<file path="src/common/pmr_pkg.sv">
package pmr_pkg;

   // register indices; the byte address is four times the index
   localparam logic [5:0] IDX_MAIN_CONTROL = 6'h00;
   localparam logic [5:0] IDX_LOW_POWER_CONFIG = 6'h01;
   localparam logic [5:0] IDX_RESET_PIN_CONTROL = 6'h02;
   localparam logic [5:0] IDX_CORE_PRESCALE = 6'h08;
   localparam logic [5:0] IDX_BUS_A_PRESCALE = 6'h09;
   localparam logic [5:0] IDX_BUS_B_PRESCALE = 6'h0A;
   localparam logic [5:0] IDX_BUS_C_PRESCALE = 6'h0B;
   localparam logic [5:0] IDX_HS_GATE = 6'h14;
   localparam logic [5:0] IDX_BUS_A_GATE = 6'h18;
   localparam logic [5:0] IDX_BUS_B_GATE = 6'h1C;
   localparam logic [5:0] IDX_BUS_C_GATE = 6'h20;
   localparam logic [5:0] IDX_IRQ_ENABLE_CLEAR = 6'h34;
   localparam logic [5:0] IDX_IRQ_ENABLE_SET = 6'h35;
   localparam logic [5:0] IDX_IRQ_FLAGS = 6'h36;
   localparam logic [5:0] IDX_LAST_RESET_SOURCE = 6'h38;

   // field positions
   localparam int FDET_ON_BIT = 2;
   localparam int BACKUP_SEL_BIT = 4;
   localparam int PIN_DISABLE_BIT = 0;
   localparam int READY_FLAG_BIT = 0;
   localparam int FAIL_FLAG_BIT = 1;
   localparam int IDLE_W = 2;
   localparam int DIV_W = 3;
   localparam int IRQ_W = 2;
   localparam int CAUSE_W = 7;

   // reset source bit layout: power-on, two brown-outs, pin, watchdog, system request
   localparam logic [6:0] CAUSE_MASK = 7'h77;

   // defined bits and reset values of the clock gates
   localparam logic [31:0] HS_GATE_MASK = 32'h0000007F;
   localparam logic [31:0] BUS_A_GATE_MASK = 32'h0000007F;
   localparam logic [31:0] BUS_B_GATE_MASK = 32'h0000003F;
   localparam logic [31:0] BUS_C_GATE_MASK = 32'h000007FF;
   localparam logic [31:0] HS_GATE_RESET = 32'h0000007F;
   localparam logic [31:0] BUS_A_GATE_RESET = 32'h0000007F;
   localparam logic [31:0] BUS_B_GATE_RESET = 32'h0000003F;
   localparam logic [31:0] BUS_C_GATE_RESET = 32'h000007FF;
   localparam logic [7:0] BYTE_RESET = 8'h00;
   localparam logic RUN_RESET = 1'b1;

   // ahb-lite sizes and transfer type bit
   localparam logic [2:0] HSIZE_BYTE = 3'h0;
   localparam logic [2:0] HSIZE_HALF = 3'h1;
   localparam int HTRANS_ACTIVE_BIT = 1;

   typedef enum logic [1:0] {
      IDLE_CORE = 2'b00,
      IDLE_HSBUS = 2'b01,
      IDLE_PBUS = 2'b10,
      IDLE_RSVD = 2'b11
   } pmr_idle_e;

   typedef enum logic [1:0] {
      BUS_IDLE = 2'b00,
      BUS_WRITE = 2'b01,
      BUS_RD_FETCH = 2'b10,
      BUS_RD_DONE = 2'b11
   } pmr_bus_e;

endpackage

</file>
<file path="src/verilog/pmr_sync2.sv">
`timescale 1ns/10ps
// two-stage synchroniser for pin levels
module pmr_sync2 #(
   parameter int W = 1
) (
   input wire logic clk,
   input wire logic nrst,
   input wire logic [W-1:0] d,
   output logic [W-1:0] q
);
   typedef struct packed {
      logic [W-1:0] s1;
      logic [W-1:0] s2;
   } pmr_sync_s;

   pmr_sync_s st;
   pmr_sync_s next_st;

   // first stage feeds only the second
   always_comb begin
      next_st.s1 = d;
      next_st.s2 = st.s1;
   end

   always_ff @(posedge clk or negedge nrst) begin
      if (!nrst) begin
         st <= '0;
      end else begin
         st <= next_st;
      end
   end

   assign q = st.s2;
endmodule // pmr_sync2

</file>
<file path="src/verilog/pmr_prescaler.sv">
`timescale 1ns/10ps
// power-of-two divider giving one tick every 2**sel cycles
module pmr_prescaler (
   input wire logic clk,
   input wire logic nrst,
   input wire logic run,
   input wire logic [2:0] sel,
   output logic tick
);
   typedef struct packed {
      logic [6:0] cnt;
      logic tick;
   } pmr_presc_s;

   pmr_presc_s st;
   pmr_presc_s next_st;
   logic [6:0] limit;

   // limit is 2**sel - 1, so sel 0 ticks every cycle
   always_comb begin
      limit = 7'h7F >> (3'h7 - sel);
      next_st = st;
      if (!run) begin
         next_st.cnt = 7'h00;
         next_st.tick = 1'b0;
      end else if (st.cnt >= limit) begin
         next_st.cnt = 7'h00; // a lowered ratio restarts cleanly
         next_st.tick = 1'b1;
      end else begin
         next_st.cnt = st.cnt + 7'h01;
         next_st.tick = 1'b0;
      end
   end

   always_ff @(posedge clk or negedge nrst) begin
      if (!nrst) begin
         st <= '0;
      end else begin
         st <= next_st;
      end
   end

   assign tick = st.tick;
endmodule // pmr_prescaler

</file>
<file path="src/verilog/pmr_power_manager.sv">
`timescale 1ns/10ps
module pmr_power_manager (
   input wire logic clk,
   input wire logic nrst,
   input wire logic hsel,
   input wire logic [31:0] haddr,
   input wire logic [1:0] htrans,
   input wire logic hwrite,
   input wire logic [2:0] hsize,
   input wire logic [31:0] hwdata,
   input wire logic hready,
   output logic [31:0] hrdata,
   output logic hreadyout,
   output logic hresp,
   input wire logic write_protect,
   input wire logic standby,
   input wire logic sleep_idle,
   input wire logic clock_ready_event,
   input wire logic clock_failure_event,
   input wire logic [6:0] reset_cause,
   input wire logic ondemand_req_pin,
   input wire logic async_irq_pin,
   output logic irq,
   output logic backup_main_select,
   output logic failure_detector_on,
   output logic reset_pin_disable,
   output logic [31:0] highspeed_bus_clock_gate,
   output logic [31:0] bus_a_clock_gate,
   output logic [31:0] bus_b_clock_gate,
   output logic [31:0] bus_c_clock_gate,
   output logic core_divider_tick,
   output logic bus_a_divider_tick,
   output logic bus_b_divider_tick,
   output logic bus_c_divider_tick,
   output logic core_clock_run,
   output logic highspeed_bus_run,
   output logic peripheral_bus_run,
   output logic sleepwalk_clock_on,
   output logic wake_request
);
   typedef struct packed {
      pmr_pkg::pmr_bus_e bus;
      logic [5:0] dp_idx;
      logic [3:0] dp_lanes;
      logic [31:0] rdata;
      logic backup_sel;
      logic fdet_on;
      logic [1:0] idle_level;
      logic pin_dis;
      logic [2:0] core_div;
      logic [2:0] a_div;
      logic [2:0] b_div;
      logic [2:0] c_div;
      logic [31:0] hs_gate;
      logic [31:0] a_gate;
      logic [31:0] b_gate;
      logic [31:0] c_gate;
      logic [1:0] irq_en;
      logic [1:0] irq_flag;
      logic [6:0] rst_src;
      logic src_taken;
      logic irq;
      logic core_run;
      logic hs_run;
      logic pb_run;
      logic walk_clk;
      logic wake;
   } pmr_state_s;

   localparam pmr_state_s ST_RESET = '{
      bus: pmr_pkg::BUS_IDLE, dp_idx: 6'h00, dp_lanes: 4'h0, rdata: 32'h00000000,
      backup_sel: 1'b0, fdet_on: 1'b0, idle_level: 2'h0, pin_dis: 1'b0,
      core_div: 3'h0, a_div: 3'h0, b_div: 3'h0, c_div: 3'h0,
      hs_gate: pmr_pkg::HS_GATE_RESET, a_gate: pmr_pkg::BUS_A_GATE_RESET,
      b_gate: pmr_pkg::BUS_B_GATE_RESET, c_gate: pmr_pkg::BUS_C_GATE_RESET,
      irq_en: 2'h0, irq_flag: 2'h0, rst_src: 7'h00, src_taken: 1'b0, irq: 1'b0,
      core_run: pmr_pkg::RUN_RESET, hs_run: pmr_pkg::RUN_RESET, pb_run: pmr_pkg::RUN_RESET,
      walk_clk: 1'b0, wake: 1'b0
   };

   pmr_state_s st;
   pmr_state_s next_st;
   logic [1:0] pin_sync;
   logic accept;
   logic writing;
   logic fail_evt;
   logic ready_evt;
   logic [3:0] lanes;
   logic [31:0] lane_mask;
   logic [31:0] rd_word;
   logic [31:0] merged;
   logic [31:0] wbits;

   // pin levels from peripherals on other clocks
   pmr_sync2 #(.W(2)) u_pin_sync (
      .clk(clk),
      .nrst(nrst),
      .d({async_irq_pin, ondemand_req_pin}),
      .q(pin_sync)
   );

   // divider ticks follow the domain run flags
   pmr_prescaler u_core_div (.clk(clk), .nrst(nrst), .run(st.core_run), .sel(st.core_div),
      .tick(core_divider_tick));
   pmr_prescaler u_a_div (.clk(clk), .nrst(nrst), .run(st.pb_run), .sel(st.a_div),
      .tick(bus_a_divider_tick));
   pmr_prescaler u_b_div (.clk(clk), .nrst(nrst), .run(st.pb_run), .sel(st.b_div),
      .tick(bus_b_divider_tick));
   pmr_prescaler u_c_div (.clk(clk), .nrst(nrst), .run(st.pb_run), .sel(st.c_div),
      .tick(bus_c_divider_tick));

   // byte lanes of a new address phase
   always_comb begin
      if (hsize == pmr_pkg::HSIZE_BYTE) begin
         lanes = 4'(4'h1 << haddr[1:0]);
      end else if (hsize == pmr_pkg::HSIZE_HALF) begin
         lanes = haddr[1] ? 4'hC : 4'h3;
      end else begin
         lanes = 4'hF;
      end
   end

   assign lane_mask = {{8{st.dp_lanes[3]}}, {8{st.dp_lanes[2]}}, {8{st.dp_lanes[1]}}, {8{st.dp_lanes[0]}}};
   assign accept = hsel && hready && htrans[pmr_pkg::HTRANS_ACTIVE_BIT];
   // frozen in standby, and protection blocks every register write
   assign writing = (st.bus == pmr_pkg::BUS_WRITE) && !write_protect && !standby;
   // the detector does not monitor during standby
   assign fail_evt = clock_failure_event && st.fdet_on && !standby;
   assign ready_evt = clock_ready_event && !standby;
   assign merged = (rd_word & ~lane_mask) | (hwdata & lane_mask);
   assign wbits = hwdata & lane_mask;

   // register read view; undefined bits and unmapped words read zero
   always_comb begin
      rd_word = 32'h00000000;
      unique case (st.dp_idx)
         pmr_pkg::IDX_MAIN_CONTROL: begin
            rd_word[pmr_pkg::BACKUP_SEL_BIT] = st.backup_sel;
            rd_word[pmr_pkg::FDET_ON_BIT] = st.fdet_on;
         end
         pmr_pkg::IDX_LOW_POWER_CONFIG: rd_word[pmr_pkg::IDLE_W-1:0] = st.idle_level;
         pmr_pkg::IDX_RESET_PIN_CONTROL: rd_word[pmr_pkg::PIN_DISABLE_BIT] = st.pin_dis;
         pmr_pkg::IDX_CORE_PRESCALE: rd_word[pmr_pkg::DIV_W-1:0] = st.core_div;
         pmr_pkg::IDX_BUS_A_PRESCALE: rd_word[pmr_pkg::DIV_W-1:0] = st.a_div;
         pmr_pkg::IDX_BUS_B_PRESCALE: rd_word[pmr_pkg::DIV_W-1:0] = st.b_div;
         pmr_pkg::IDX_BUS_C_PRESCALE: rd_word[pmr_pkg::DIV_W-1:0] = st.c_div;
         pmr_pkg::IDX_HS_GATE: rd_word = st.hs_gate;
         pmr_pkg::IDX_BUS_A_GATE: rd_word = st.a_gate;
         pmr_pkg::IDX_BUS_B_GATE: rd_word = st.b_gate;
         pmr_pkg::IDX_BUS_C_GATE: rd_word = st.c_gate;
         pmr_pkg::IDX_IRQ_ENABLE_CLEAR: rd_word[pmr_pkg::IRQ_W-1:0] = st.irq_en;
         pmr_pkg::IDX_IRQ_ENABLE_SET: rd_word[pmr_pkg::IRQ_W-1:0] = st.irq_en;
         pmr_pkg::IDX_IRQ_FLAGS: rd_word[pmr_pkg::IRQ_W-1:0] = st.irq_flag;
         pmr_pkg::IDX_LAST_RESET_SOURCE: rd_word[pmr_pkg::CAUSE_W-1:0] = st.rst_src;
         default: rd_word = 32'h00000000;
      endcase
   end

   // next state of the whole block
   always_comb begin
      next_st = st;
      // bus phases: reads take one wait state so a preceding write is visible
      unique case (st.bus)
         pmr_pkg::BUS_RD_FETCH: begin
            next_st.bus = pmr_pkg::BUS_RD_DONE;
            next_st.rdata = rd_word;
         end
         pmr_pkg::BUS_IDLE, pmr_pkg::BUS_WRITE, pmr_pkg::BUS_RD_DONE: begin
            if (accept) begin
               next_st.bus = hwrite ? pmr_pkg::BUS_WRITE : pmr_pkg::BUS_RD_FETCH;
               next_st.dp_idx = haddr[7:2];
               next_st.dp_lanes = lanes;
            end else begin
               next_st.bus = pmr_pkg::BUS_IDLE;
            end
         end
      endcase
      // register writes, reserved bits are never stored
      if (writing) begin
         unique case (st.dp_idx)
            pmr_pkg::IDX_MAIN_CONTROL: begin
               next_st.backup_sel = merged[pmr_pkg::BACKUP_SEL_BIT];
               next_st.fdet_on = merged[pmr_pkg::FDET_ON_BIT];
            end
            pmr_pkg::IDX_LOW_POWER_CONFIG: next_st.idle_level = merged[pmr_pkg::IDLE_W-1:0];
            pmr_pkg::IDX_RESET_PIN_CONTROL: next_st.pin_dis = merged[pmr_pkg::PIN_DISABLE_BIT];
            pmr_pkg::IDX_CORE_PRESCALE: next_st.core_div = merged[pmr_pkg::DIV_W-1:0];
            pmr_pkg::IDX_BUS_A_PRESCALE: next_st.a_div = merged[pmr_pkg::DIV_W-1:0];
            pmr_pkg::IDX_BUS_B_PRESCALE: next_st.b_div = merged[pmr_pkg::DIV_W-1:0];
            pmr_pkg::IDX_BUS_C_PRESCALE: next_st.c_div = merged[pmr_pkg::DIV_W-1:0];
            pmr_pkg::IDX_HS_GATE: next_st.hs_gate = merged & pmr_pkg::HS_GATE_MASK;
            pmr_pkg::IDX_BUS_A_GATE: next_st.a_gate = merged & pmr_pkg::BUS_A_GATE_MASK;
            pmr_pkg::IDX_BUS_B_GATE: next_st.b_gate = merged & pmr_pkg::BUS_B_GATE_MASK;
            pmr_pkg::IDX_BUS_C_GATE: next_st.c_gate = merged & pmr_pkg::BUS_C_GATE_MASK;
            pmr_pkg::IDX_IRQ_ENABLE_CLEAR: next_st.irq_en = st.irq_en & ~wbits[pmr_pkg::IRQ_W-1:0];
            pmr_pkg::IDX_IRQ_ENABLE_SET: next_st.irq_en = st.irq_en | wbits[pmr_pkg::IRQ_W-1:0];
            pmr_pkg::IDX_IRQ_FLAGS: next_st.irq_flag = st.irq_flag & ~wbits[pmr_pkg::IRQ_W-1:0];
            default: next_st.irq_flag = st.irq_flag; // unmapped or read-only: write dropped
         endcase
      end
      // hardware events come after the writes so a set wins over a clear
      if (fail_evt) begin
         next_st.backup_sel = 1'b1;
         next_st.irq_flag[pmr_pkg::FAIL_FLAG_BIT] = 1'b1;
      end
      if (ready_evt) begin
         next_st.irq_flag[pmr_pkg::READY_FLAG_BIT] = 1'b1;
      end
      // reset cause caught once, on the first edge after release
      if (!st.src_taken) begin
         next_st.rst_src = reset_cause & pmr_pkg::CAUSE_MASK;
         next_st.src_taken = 1'b1;
      end
      next_st.irq = |(next_st.irq_flag & next_st.irq_en);
      // domain run flags: deeper idle levels stop more domains, reserved acts as deepest
      next_st.core_run = !(sleep_idle || standby);
      next_st.hs_run = !standby && !(sleep_idle && st.idle_level != pmr_pkg::IDLE_CORE);
      next_st.pb_run = !standby && !(sleep_idle && (st.idle_level == pmr_pkg::IDLE_PBUS
         || st.idle_level == pmr_pkg::IDLE_RSVD));
      // sleepwalking clocks and wake-up only matter while in standby
      next_st.walk_clk = standby && pin_sync[0];
      next_st.wake = standby && pin_sync[1];
   end

   // the block keeps its main clock in every idle level
   always_ff @(posedge clk or negedge nrst) begin
      if (!nrst) begin
         st <= ST_RESET;
      end else begin
         st <= next_st;
      end
   end

   // outputs straight from the state register
   assign hrdata = st.rdata;
   assign hreadyout = (st.bus != pmr_pkg::BUS_RD_FETCH);
   assign hresp = 1'b0;
   assign irq = st.irq;
   assign backup_main_select = st.backup_sel;
   assign failure_detector_on = st.fdet_on;
   assign reset_pin_disable = st.pin_dis;
   assign highspeed_bus_clock_gate = st.hs_gate;
   assign bus_a_clock_gate = st.a_gate;
   assign bus_b_clock_gate = st.b_gate;
   assign bus_c_clock_gate = st.c_gate;
   assign core_clock_run = st.core_run;
   assign highspeed_bus_run = st.hs_run;
   assign peripheral_bus_run = st.pb_run;
   assign sleepwalk_clock_on = st.walk_clk;
   assign wake_request = st.wake;

   // checks on the guarded behaviour
   AST_FAIL_FLAG: assert property (@(posedge clk) disable iff (!nrst)
      fail_evt |=> st.irq_flag[pmr_pkg::FAIL_FLAG_BIT] && backup_main_select)
      else $error("failure flag or backup select missed");
   AST_READY_FLAG: assert property (@(posedge clk) disable iff (!nrst)
      ready_evt && !st.irq_en[pmr_pkg::READY_FLAG_BIT] |=> st.irq_flag[pmr_pkg::READY_FLAG_BIT])
      else $error("ready flag not set while disabled");
   AST_IRQ_LEVEL: assert property (@(posedge clk) disable iff (!nrst)
      irq == |(st.irq_flag & st.irq_en))
      else $error("irq does not match enabled flags");
   AST_EN_SET: assert property (@(posedge clk) disable iff (!nrst)
      writing && st.dp_idx == pmr_pkg::IDX_IRQ_ENABLE_SET && wbits[1:0] == 2'h0 |=> $stable(st.irq_en))
      else $error("enable changed by a zero write");
   AST_EN_CLR: assert property (@(posedge clk) disable iff (!nrst)
      writing && st.dp_idx == pmr_pkg::IDX_IRQ_ENABLE_CLEAR && wbits[0]
      |=> !st.irq_en[0] && (irq == (st.irq_flag[1] && st.irq_en[1])))
      else $error("enable clear failed");
   AST_FLAG_CLR: assert property (@(posedge clk) disable iff (!nrst)
      writing && st.dp_idx == pmr_pkg::IDX_IRQ_FLAGS && wbits[1] && !fail_evt
      |=> !st.irq_flag[pmr_pkg::FAIL_FLAG_BIT])
      else $error("flag not cleared by one");
   AST_PROTECT: assert property (@(posedge clk) disable iff (!nrst)
      st.bus == pmr_pkg::BUS_WRITE && write_protect |=> $stable(st.hs_gate) && $stable(st.core_div))
      else $error("protected register written");
   AST_FREEZE: assert property (@(posedge clk) disable iff (!nrst)
      standby |=> $stable(st.irq_flag) && $stable(st.irq_en) && $stable(backup_main_select))
      else $error("state moved in standby");
   AST_READ_WAIT: assert property (@(posedge clk) disable iff (!nrst)
      accept && !hwrite |=> !hreadyout ##1 hreadyout)
      else $error("read wait state wrong");
   AST_RESERVED: assert property (@(posedge clk) disable iff (!nrst)
      st.bus == pmr_pkg::BUS_RD_DONE && st.dp_idx == pmr_pkg::IDX_MAIN_CONTROL |-> (hrdata & 32'hFFFFFFEB) == 32'h0)
      else $error("reserved bits read non-zero");
   AST_IDLE_LEVEL: assert property (@(posedge clk) disable iff (!nrst)
      sleep_idle && !standby && st.idle_level == pmr_pkg::IDLE_CORE && $stable(st.idle_level)
      |=> !core_clock_run && highspeed_bus_run && peripheral_bus_run)
      else $error("idle level 0 stopped wrong domains");
   AST_WAKE: assert property (@(posedge clk) disable iff (!nrst)
      standby && pin_sync[1] |=> wake_request)
      else $error("no wake on async interrupt");
   // standby, sleepwalk and clock stop checks; a stray tick in standby would burn power
   AST_RUN_STANDBY: assert property (@(posedge clk) disable iff (!nrst)
      standby |=> !core_clock_run && !highspeed_bus_run && !peripheral_bus_run)
      else $error("domain still running in standby");
   AST_WALK: assert property (@(posedge clk) disable iff (!nrst)
      standby && pin_sync[0] |=> sleepwalk_clock_on)
      else $error("on-demand clock not started");
   AST_NO_WALK: assert property (@(posedge clk) disable iff (!nrst)
      !standby |=> !sleepwalk_clock_on && !wake_request)
      else $error("sleepwalk output outside standby");
   AST_WRITE_NOWAIT: assert property (@(posedge clk) disable iff (!nrst)
      accept && hwrite |=> hreadyout)
      else $error("write data phase stalled");
   AST_TICK_STOP: assert property (@(posedge clk) disable iff (!nrst)
      !st.core_run |=> !core_divider_tick)
      else $error("core tick while domain stopped");
   AST_FDET_OFF: assert property (@(posedge clk) disable iff (!nrst)
      clock_failure_event && !st.fdet_on && !writing
      |=> $stable(st.irq_flag[pmr_pkg::FAIL_FLAG_BIT]))
      else $error("failure seen with detector off");
   AST_GATE_RSVD: assert property (@(posedge clk) disable iff (!nrst)
      (highspeed_bus_clock_gate & ~pmr_pkg::HS_GATE_MASK) == 32'h0 && (bus_a_clock_gate & ~pmr_pkg::BUS_A_GATE_MASK) == 32'h0
      && (bus_b_clock_gate & ~pmr_pkg::BUS_B_GATE_MASK) == 32'h0 && (bus_c_clock_gate & ~pmr_pkg::BUS_C_GATE_MASK) == 32'h0)
      else $error("reserved gate bit set");
   AST_CAUSE: assert property (@(posedge clk) disable iff (!nrst)
      !st.src_taken |=> st.rst_src == ($past(reset_cause) & pmr_pkg::CAUSE_MASK))
      else $error("reset source not captured");
   AST_SET_WINS: assert property (@(posedge clk) disable iff (!nrst)
      ready_evt |=> st.irq_flag[pmr_pkg::READY_FLAG_BIT])
      else $error("ready flag lost to a clear");
endmodule // pmr_power_manager

</file>
<file path="config.mk">
export PLATFORM = sky130hd
export DESIGN_NAME = pmr_power_manager
export DESIGN_NICKNAME = d
export VERILOG_FILES = /design/src/common/pmr_pkg.sv /design/src/verilog/pmr_sync2.sv /design/src/verilog/pmr_prescaler.sv /design/src/verilog/pmr_power_manager.sv
export SDC_FILE = /design/constraint.sdc
export NUM_CORES = 1
export LEC_CHECK = 0
export BUFFER_PORTS_ARGS = -buffer_cell sky130_fd_sc_hd__buf_4
export CAP_MARGIN = 20
export CORE_UTILIZATION = 45
export CTS_CLUSTER_DIAMETER = 60
export DETAILED_ROUTE_END_ITERATION = 7
export GPL_TIMING_DRIVEN = 0
export MAX_ROUTING_LAYER = met4
export PLACE_DENSITY_LB_ADDON = 0.08
export SLEW_MARGIN = 20
export SYNTH_ARGS = -nofsm -noshare
export SYNTH_HDL_FRONTEND = slang
export SYNTH_SLANG_ARGS = --single-unit
</file>
<file path="constraint.sdc">
create_clock -name clk -period 2.1 [get_ports clk]
set_clock_uncertainty 0.1 [all_clocks]
set_input_delay 0.21 -clock clk [delete_from_list [all_inputs] [get_ports clk]]
set_output_delay 0.21 -clock clk [all_outputs]
set_load 0.01 [all_outputs]
</file>
# After elaboration in Yosys (flattened, before gate mapping)
# Cells that the tools add are included.
dict set report totals {
  ff_bits 143
  latchBits 0
  ram_bits 0
  mem_bits_ro 0
  in_bits 88
  out_inout_bits 175
  n_memories 0
}
dict set report classes {
  add_sub_neg 8
  n_mul 0
  div_mod_pow 0
  magnitude_cmp 4
  n_eq_ne 21
  shifts 5
  muxes 38
  bitwise 9
  n_reduce_logical 42
}
# operator count
set ops {}
lappend ops {{149-bit two-way mux} 1}
lappend ops {{8-bit two-way mux} 8}
lappend ops {{6-bit == test (second input constant)} 5}
lappend ops {{7-bit by 1-bit adder with 7-bit output (second input constant)} 4}
lappend ops {{7-bit >= comparator} 4}
lappend ops {{7-bit by 3-bit >> shifter with 7-bit output (first input constant)} 4}
lappend ops {{2-bit AND reduction} 13}
lappend ops {{6-bit by 4-bit == test with 1-bit output (second input constant)} 4}
lappend ops {{11-bit bitwise AND} 2}
lappend ops {{6-bit by 5-bit == test with 1-bit output (second input constant)} 3}
lappend ops {{2-bit two-way mux} 8}
lappend ops {{7-bit two-way mux} 2}
lappend ops {{1-bit logical AND} 13}
lappend ops {{1-bit case mux with 13 select lines} 1}
lappend ops {{3-bit two-way mux} 4}
lappend ops {{1-bit case mux with 12 select lines} 1}
lappend ops {{3-bit subtractor (first input constant)} 4}
lappend ops {{11-bit two-way mux} 1}
lappend ops {{11-bit inverter} 1}
lappend ops {{11-bit bitwise OR} 1}
lappend ops {{1-bit case mux with 10 select lines} 1}
lappend ops {{2-bit case mux with 5 select lines} 1}
lappend ops {{2-bit == test (second input constant)} 4}
lappend ops {{2-bit case mux with 2 select lines} 2}
lappend ops {{other kinds (22)} 35}

# Longest topological paths before layout
dict set report depth {
  depth_word 10
  mapped_depth 8
}

# By module
# A second synthesis with hierarchy kept.
dict set report unflattened {
  cells_unflattened 718
  area_unflattened_um2 7502.2
}
# mod n_inst cells_each area_per_inst_um2 seq_area_each_um2
set by_module_without_submodules {}
lappend by_module_without_submodules {pmr_power_manager 1 506 5242.5 2194.6}
lappend by_module_without_submodules {{pmr_prescaler at u_a_div ...} 3 52 526.8 200.2}
lappend by_module_without_submodules {{pmr_prescaler at u_core_div} 1 52 579.3 200.2}
lappend by_module_without_submodules {pmr_sync2 1 4 100.1 100.1}

# Least setup slack after synthesis
# Ideal clock, no wire load.
dict set report synth_path {
  kind {register to register}
  from {reg st[151] in the netlist's numbering}
  to {reg u_b_div.st[3] in the netlist's numbering}
  setup_time_ps 74
  t_arrival_ps 1994
  path_slack_ps -68
  path_stages_with_launch 9
  path_buffers 1
  synth_period_minus_slack_ps 2168
  path_cell_list {dfrtp_1 > clkbuf_2 > or3_2 > ha_1 > nand2b_1 > a21o_1 > a21oi_1 > o211ai_1 > nor2_1}
}
# item line
set synth_lines {}
lappend synth_lines {{start: declaration} pmr_power_manager.sv:81} ;# pmr_state_s st;
lappend synth_lines {{start signal: assignment} pmr_power_manager.sv:230} ;# st <= next_st;
lappend synth_lines {{end signal: assignment} pmr_prescaler.sv:39} ;# st <= next_st;
lappend synth_lines {{end: declaration} pmr_prescaler.sv:15} ;# pmr_presc_s st;

# Final worst setup path
dict set report layout_path {
  from {reg st[199] in the netlist's numbering}
  to {reg st[150] in the netlist's numbering}
}
dict set report layout_between {
  elab_chain_len 5
  elab_cells_between_ends 18
  classes_between {13 x eq/ne; 1 x mux; 2 x bitwise; 2 x reduce/logical}
}
# item line
set layout_lines {}
lappend layout_lines {{6-bit == test} pmr_power_manager.sv:136} ;# unique case (st.dp_idx)
lappend layout_lines {{2-bit OR reduction (no line)} -}
lappend layout_lines {{1-bit case mux with 12 select lines} pmr_power_manager.sv:136}
lappend layout_lines {{11-bit bitwise AND} pmr_power_manager.sv:130} ;# assign merged = (rd_word & ~lane_mask) | (hwdata & lane_mask);
lappend layout_lines {{11-bit bitwise OR} pmr_power_manager.sv:130}
# Several ways; a longest one is shown, not always the timed one.
# A chain may end at the register's enable or synchronous reset.

==> flow_metrics.tcl <==
set metrics [dict create \
    finalSetupViolations 34 \
    syn_area_um2 7540 \
    netlist_instances 713 \
    routed_wl_mm 18.1 \
    synth_warnings 0 \
    cts_buffers 17 \
    synth_edf_count 0 \
    clockBufferDepth 2 \
    slew_headroom 0.557 \
    dp_cells 1143 \
    fmax_mhz 450 \
    peakVddDrop_mv 0.606 \
    cts.clk_slew.worst_paths_ns 0.06 \
    fp-row-count 46 \
    cts.sinks 122 \
    pre_cts_ws_ns -0.557 \
    synthTopCellsByCount "buf_4, dfrtp_1, mux2_2" \
    htree_num_levels 4 \
    track_usage 0.221 \
    io_pins 263 \
    antenna_found_initial 0 \
    yosysMostFrequentCell "buf_4" \
    nNetsFinal 1124 \
    drv_cap 0 \
    whs_ns 0.0384 \
    initialDrtViolationCount 216 \
    vias 5721 \
    io_buffer_count 95 \
    synth_top_area_cell "dfrtp_1" \
    area_growth_pct 42.0 \
    wire_per_inst_um 14.7 \
    arrival_ns 2.42 \
    cp-end-kind "flip-flop" \
    leakage_nw 5.26 \
    synth.distinct_cells 69 \
    place_hpwl_mm 12.6 \
    status "finished, violations left" \
    cts_tree "built" \
    die_w_um 131 \
    final_max_slew_viol_count 0 \
    layout_worst_path_cycle_share 1.06 \
    die_h_um 131 \
    criticalPathCategory "flip-flop to flip-flop" \
    synthFlopType "dfrtp_1" \
    finalWorstSetupSlack_ns -0.125 \
    cellPowerDensity_nw_per_um2 807 \
    core_area_um2 16100 \
    diodes 0 \
    cts-root-buf "clkbuf_16" \
    finalNonFillerCells 1233 \
    avgSynthCellArea_um2 10.6 \
    overflow 0 \
    cp_max_fo 6 \
    viasPerCell 4.64 \
    grt_setup_unrepaired "true" \
    grt_max_degree 63 \
    gp_congestion 0.835 \
    ant_nets 0 \
    required_ns 2.30 \
    firstDrtPassIters 5 \
    grt_pass1_vias 5640 \
    post-route-drc-count 0 \
    setup-tns-final_ns -2.34 \
    yosysTopAreaCellShare 0.292 \
    synthTopCellsByArea "dfrtp_1, buf_4, dfstp_2" \
    synth_seq_cells 122 \
    ys_seq_area_frac 0.410 \
    die-area_um2 17300 \
    clock_latency_ns 0.42 \
    fin_crit_ns 2.22 \
    async_flop_share 1.00 \
    start_util 0.468 \
    grt_first_pass_wirelength_mm 29.1 \
    drive_above_1_share 0.523 \
    worstMarginPinSlew_ns 0.665 \
    violations "setup timing" \
    hold_path.class "primary input to flip-flop" \
    worstSetupStartpointType "flip-flop" \
    hold_viol_final 0 \
]
-- sequential cells by signal (all words and copies together), names as in the netlist, 2 cells and up --
signal                    cells
u_core_div.st                 7
bus_c_clock_gate             11
u_pin_sync.next_st            2
lane_mask                     2
hrdata                       11
highspeed_bus_clock_gate      7
u_a_div.st                    7
u_b_div.st                    7
u_pin_sync.q                  2
bus_a_clock_gate              7
st                           33
bus_b_clock_gate              6
u_c_div.st                    7
-- power breakdown --
part / switching, mW / internal (mW)
registers: 0.248 / 2.66
clock network: 1.09 / 2.02
logic: 1.27 / 1.35
-- routing by layer --
layer | global-route usage | part of all wire | vias up
li1 | - | - | 2756
met1 | 0.273 | 0.42 | 2719
met2 | 0.351 | 0.49 | 213
met3 | 0.0579 | 0.069 | 33
met4 | 0.0736 | 0.020 | 0
met5 | - | 0 | -
-- through the flow --
stage	utilization	total power, mW	area, um^2
2_1_floorplan	-	4.27	8000
3_3_place_gp	0.558	4.87	8980
3_5_place_dp	0.559	4.93	9020
4_1_cts	0.645	8.43	10400
5_1_grt	0.664	9.05	10700
6_report	0.664	8.64	10700
-- kinds of logic after synthesis --
| family | Yosys count | synth area share |
|---|---|---|
| buffers and inverters | 204 | 0.195 |
| and+or+nand+nor | 177 | 0.125 |
| DFF | 122 | 0.410 |
| AOI/OAI and AO/OA | 78 | 0.0753 |
| muxes | 78 | 0.117 |
| adders and majority gates | 32 | 0.0531 |
| xor gates and xnor gates | 20 | 0.0232 |
| other | 2 | 0.000996 |
-- final timing paths --
path                                       start                   to  slack [ns]  depth (start not counted)
max in group asynchronous                   nrst  bus_c_clock_gate[8]        0.90                          3
setup reg to reg                         st[199]              st[150]       -0.12                          6
hold / removal                 clock_ready_event               st[14]        0.04                          3
min in group asynchronous                   nrst        u_c_div.st[6]        0.24                          2
hold reg to reg            u_pin_sync.next_st[0]      u_pin_sync.q[0]        0.25                          0
setup / recovery                         st[199]              st[150]       -0.12                          6
-- cell usage in the layout (no fill, tap or decap), types with 6 or more instances in the layout --
cell type,count
buf_4,287
conb_1,120
dfrtp_1,74
nand2_1,41
mux2_2,40
dfstp_2,34
ha_1,30
inv_1,23
nor2_1,23
dlygate4sd3_1,23
o21ai_0,20
nor2_2,20
mux2_4,19
nand3_1,17
clkbuf_16,17
dfrtp_2,14
xnor2_1,12
mux2i_1,12
nor3_1,10
and3_1,8
xor2_1,8
a21o_1,8
a21oi_1,6
a21oi_2,6
o211ai_1,6
and2_1,6
buf_6,6
clkinvlp_4,6
-- what timing repair did --
item	in CTS	in global routing
resized for setup	62	66
gates cloned	4	0
setup buffers	28	8
hold buffers	23	0
pin swaps	17	26
hold endpoints to repair	64	0
setup endpoints to repair	82	80
-- layout make-up --
| type | instances | area (um^2) |
|---|---|---|
| repair buffers | 155 | 1260 |
| multi-input cells | 508 | 3970 |
| inverters | 23 | 86.3 |
| plain buffers | 177 | 1370 |
| flip-flops and latches | 122 | 3110 |
| well taps | 216 | 270 |
| fillers | 1265 | 5410 |
| clock buffers | 18 | 439 |
| clock inverters | 14 | 196 |
-- worst max-delay path, stage by stage (launching register included) --
cell      delay (ns)
dfrtp_2         0.45
buf_6           0.14
mux2_4          0.29
a22o_4          0.23
a221oi_4        0.36
a32oi_4         0.21
mux2_4          0.32
(Power assumes the default switching activity.)
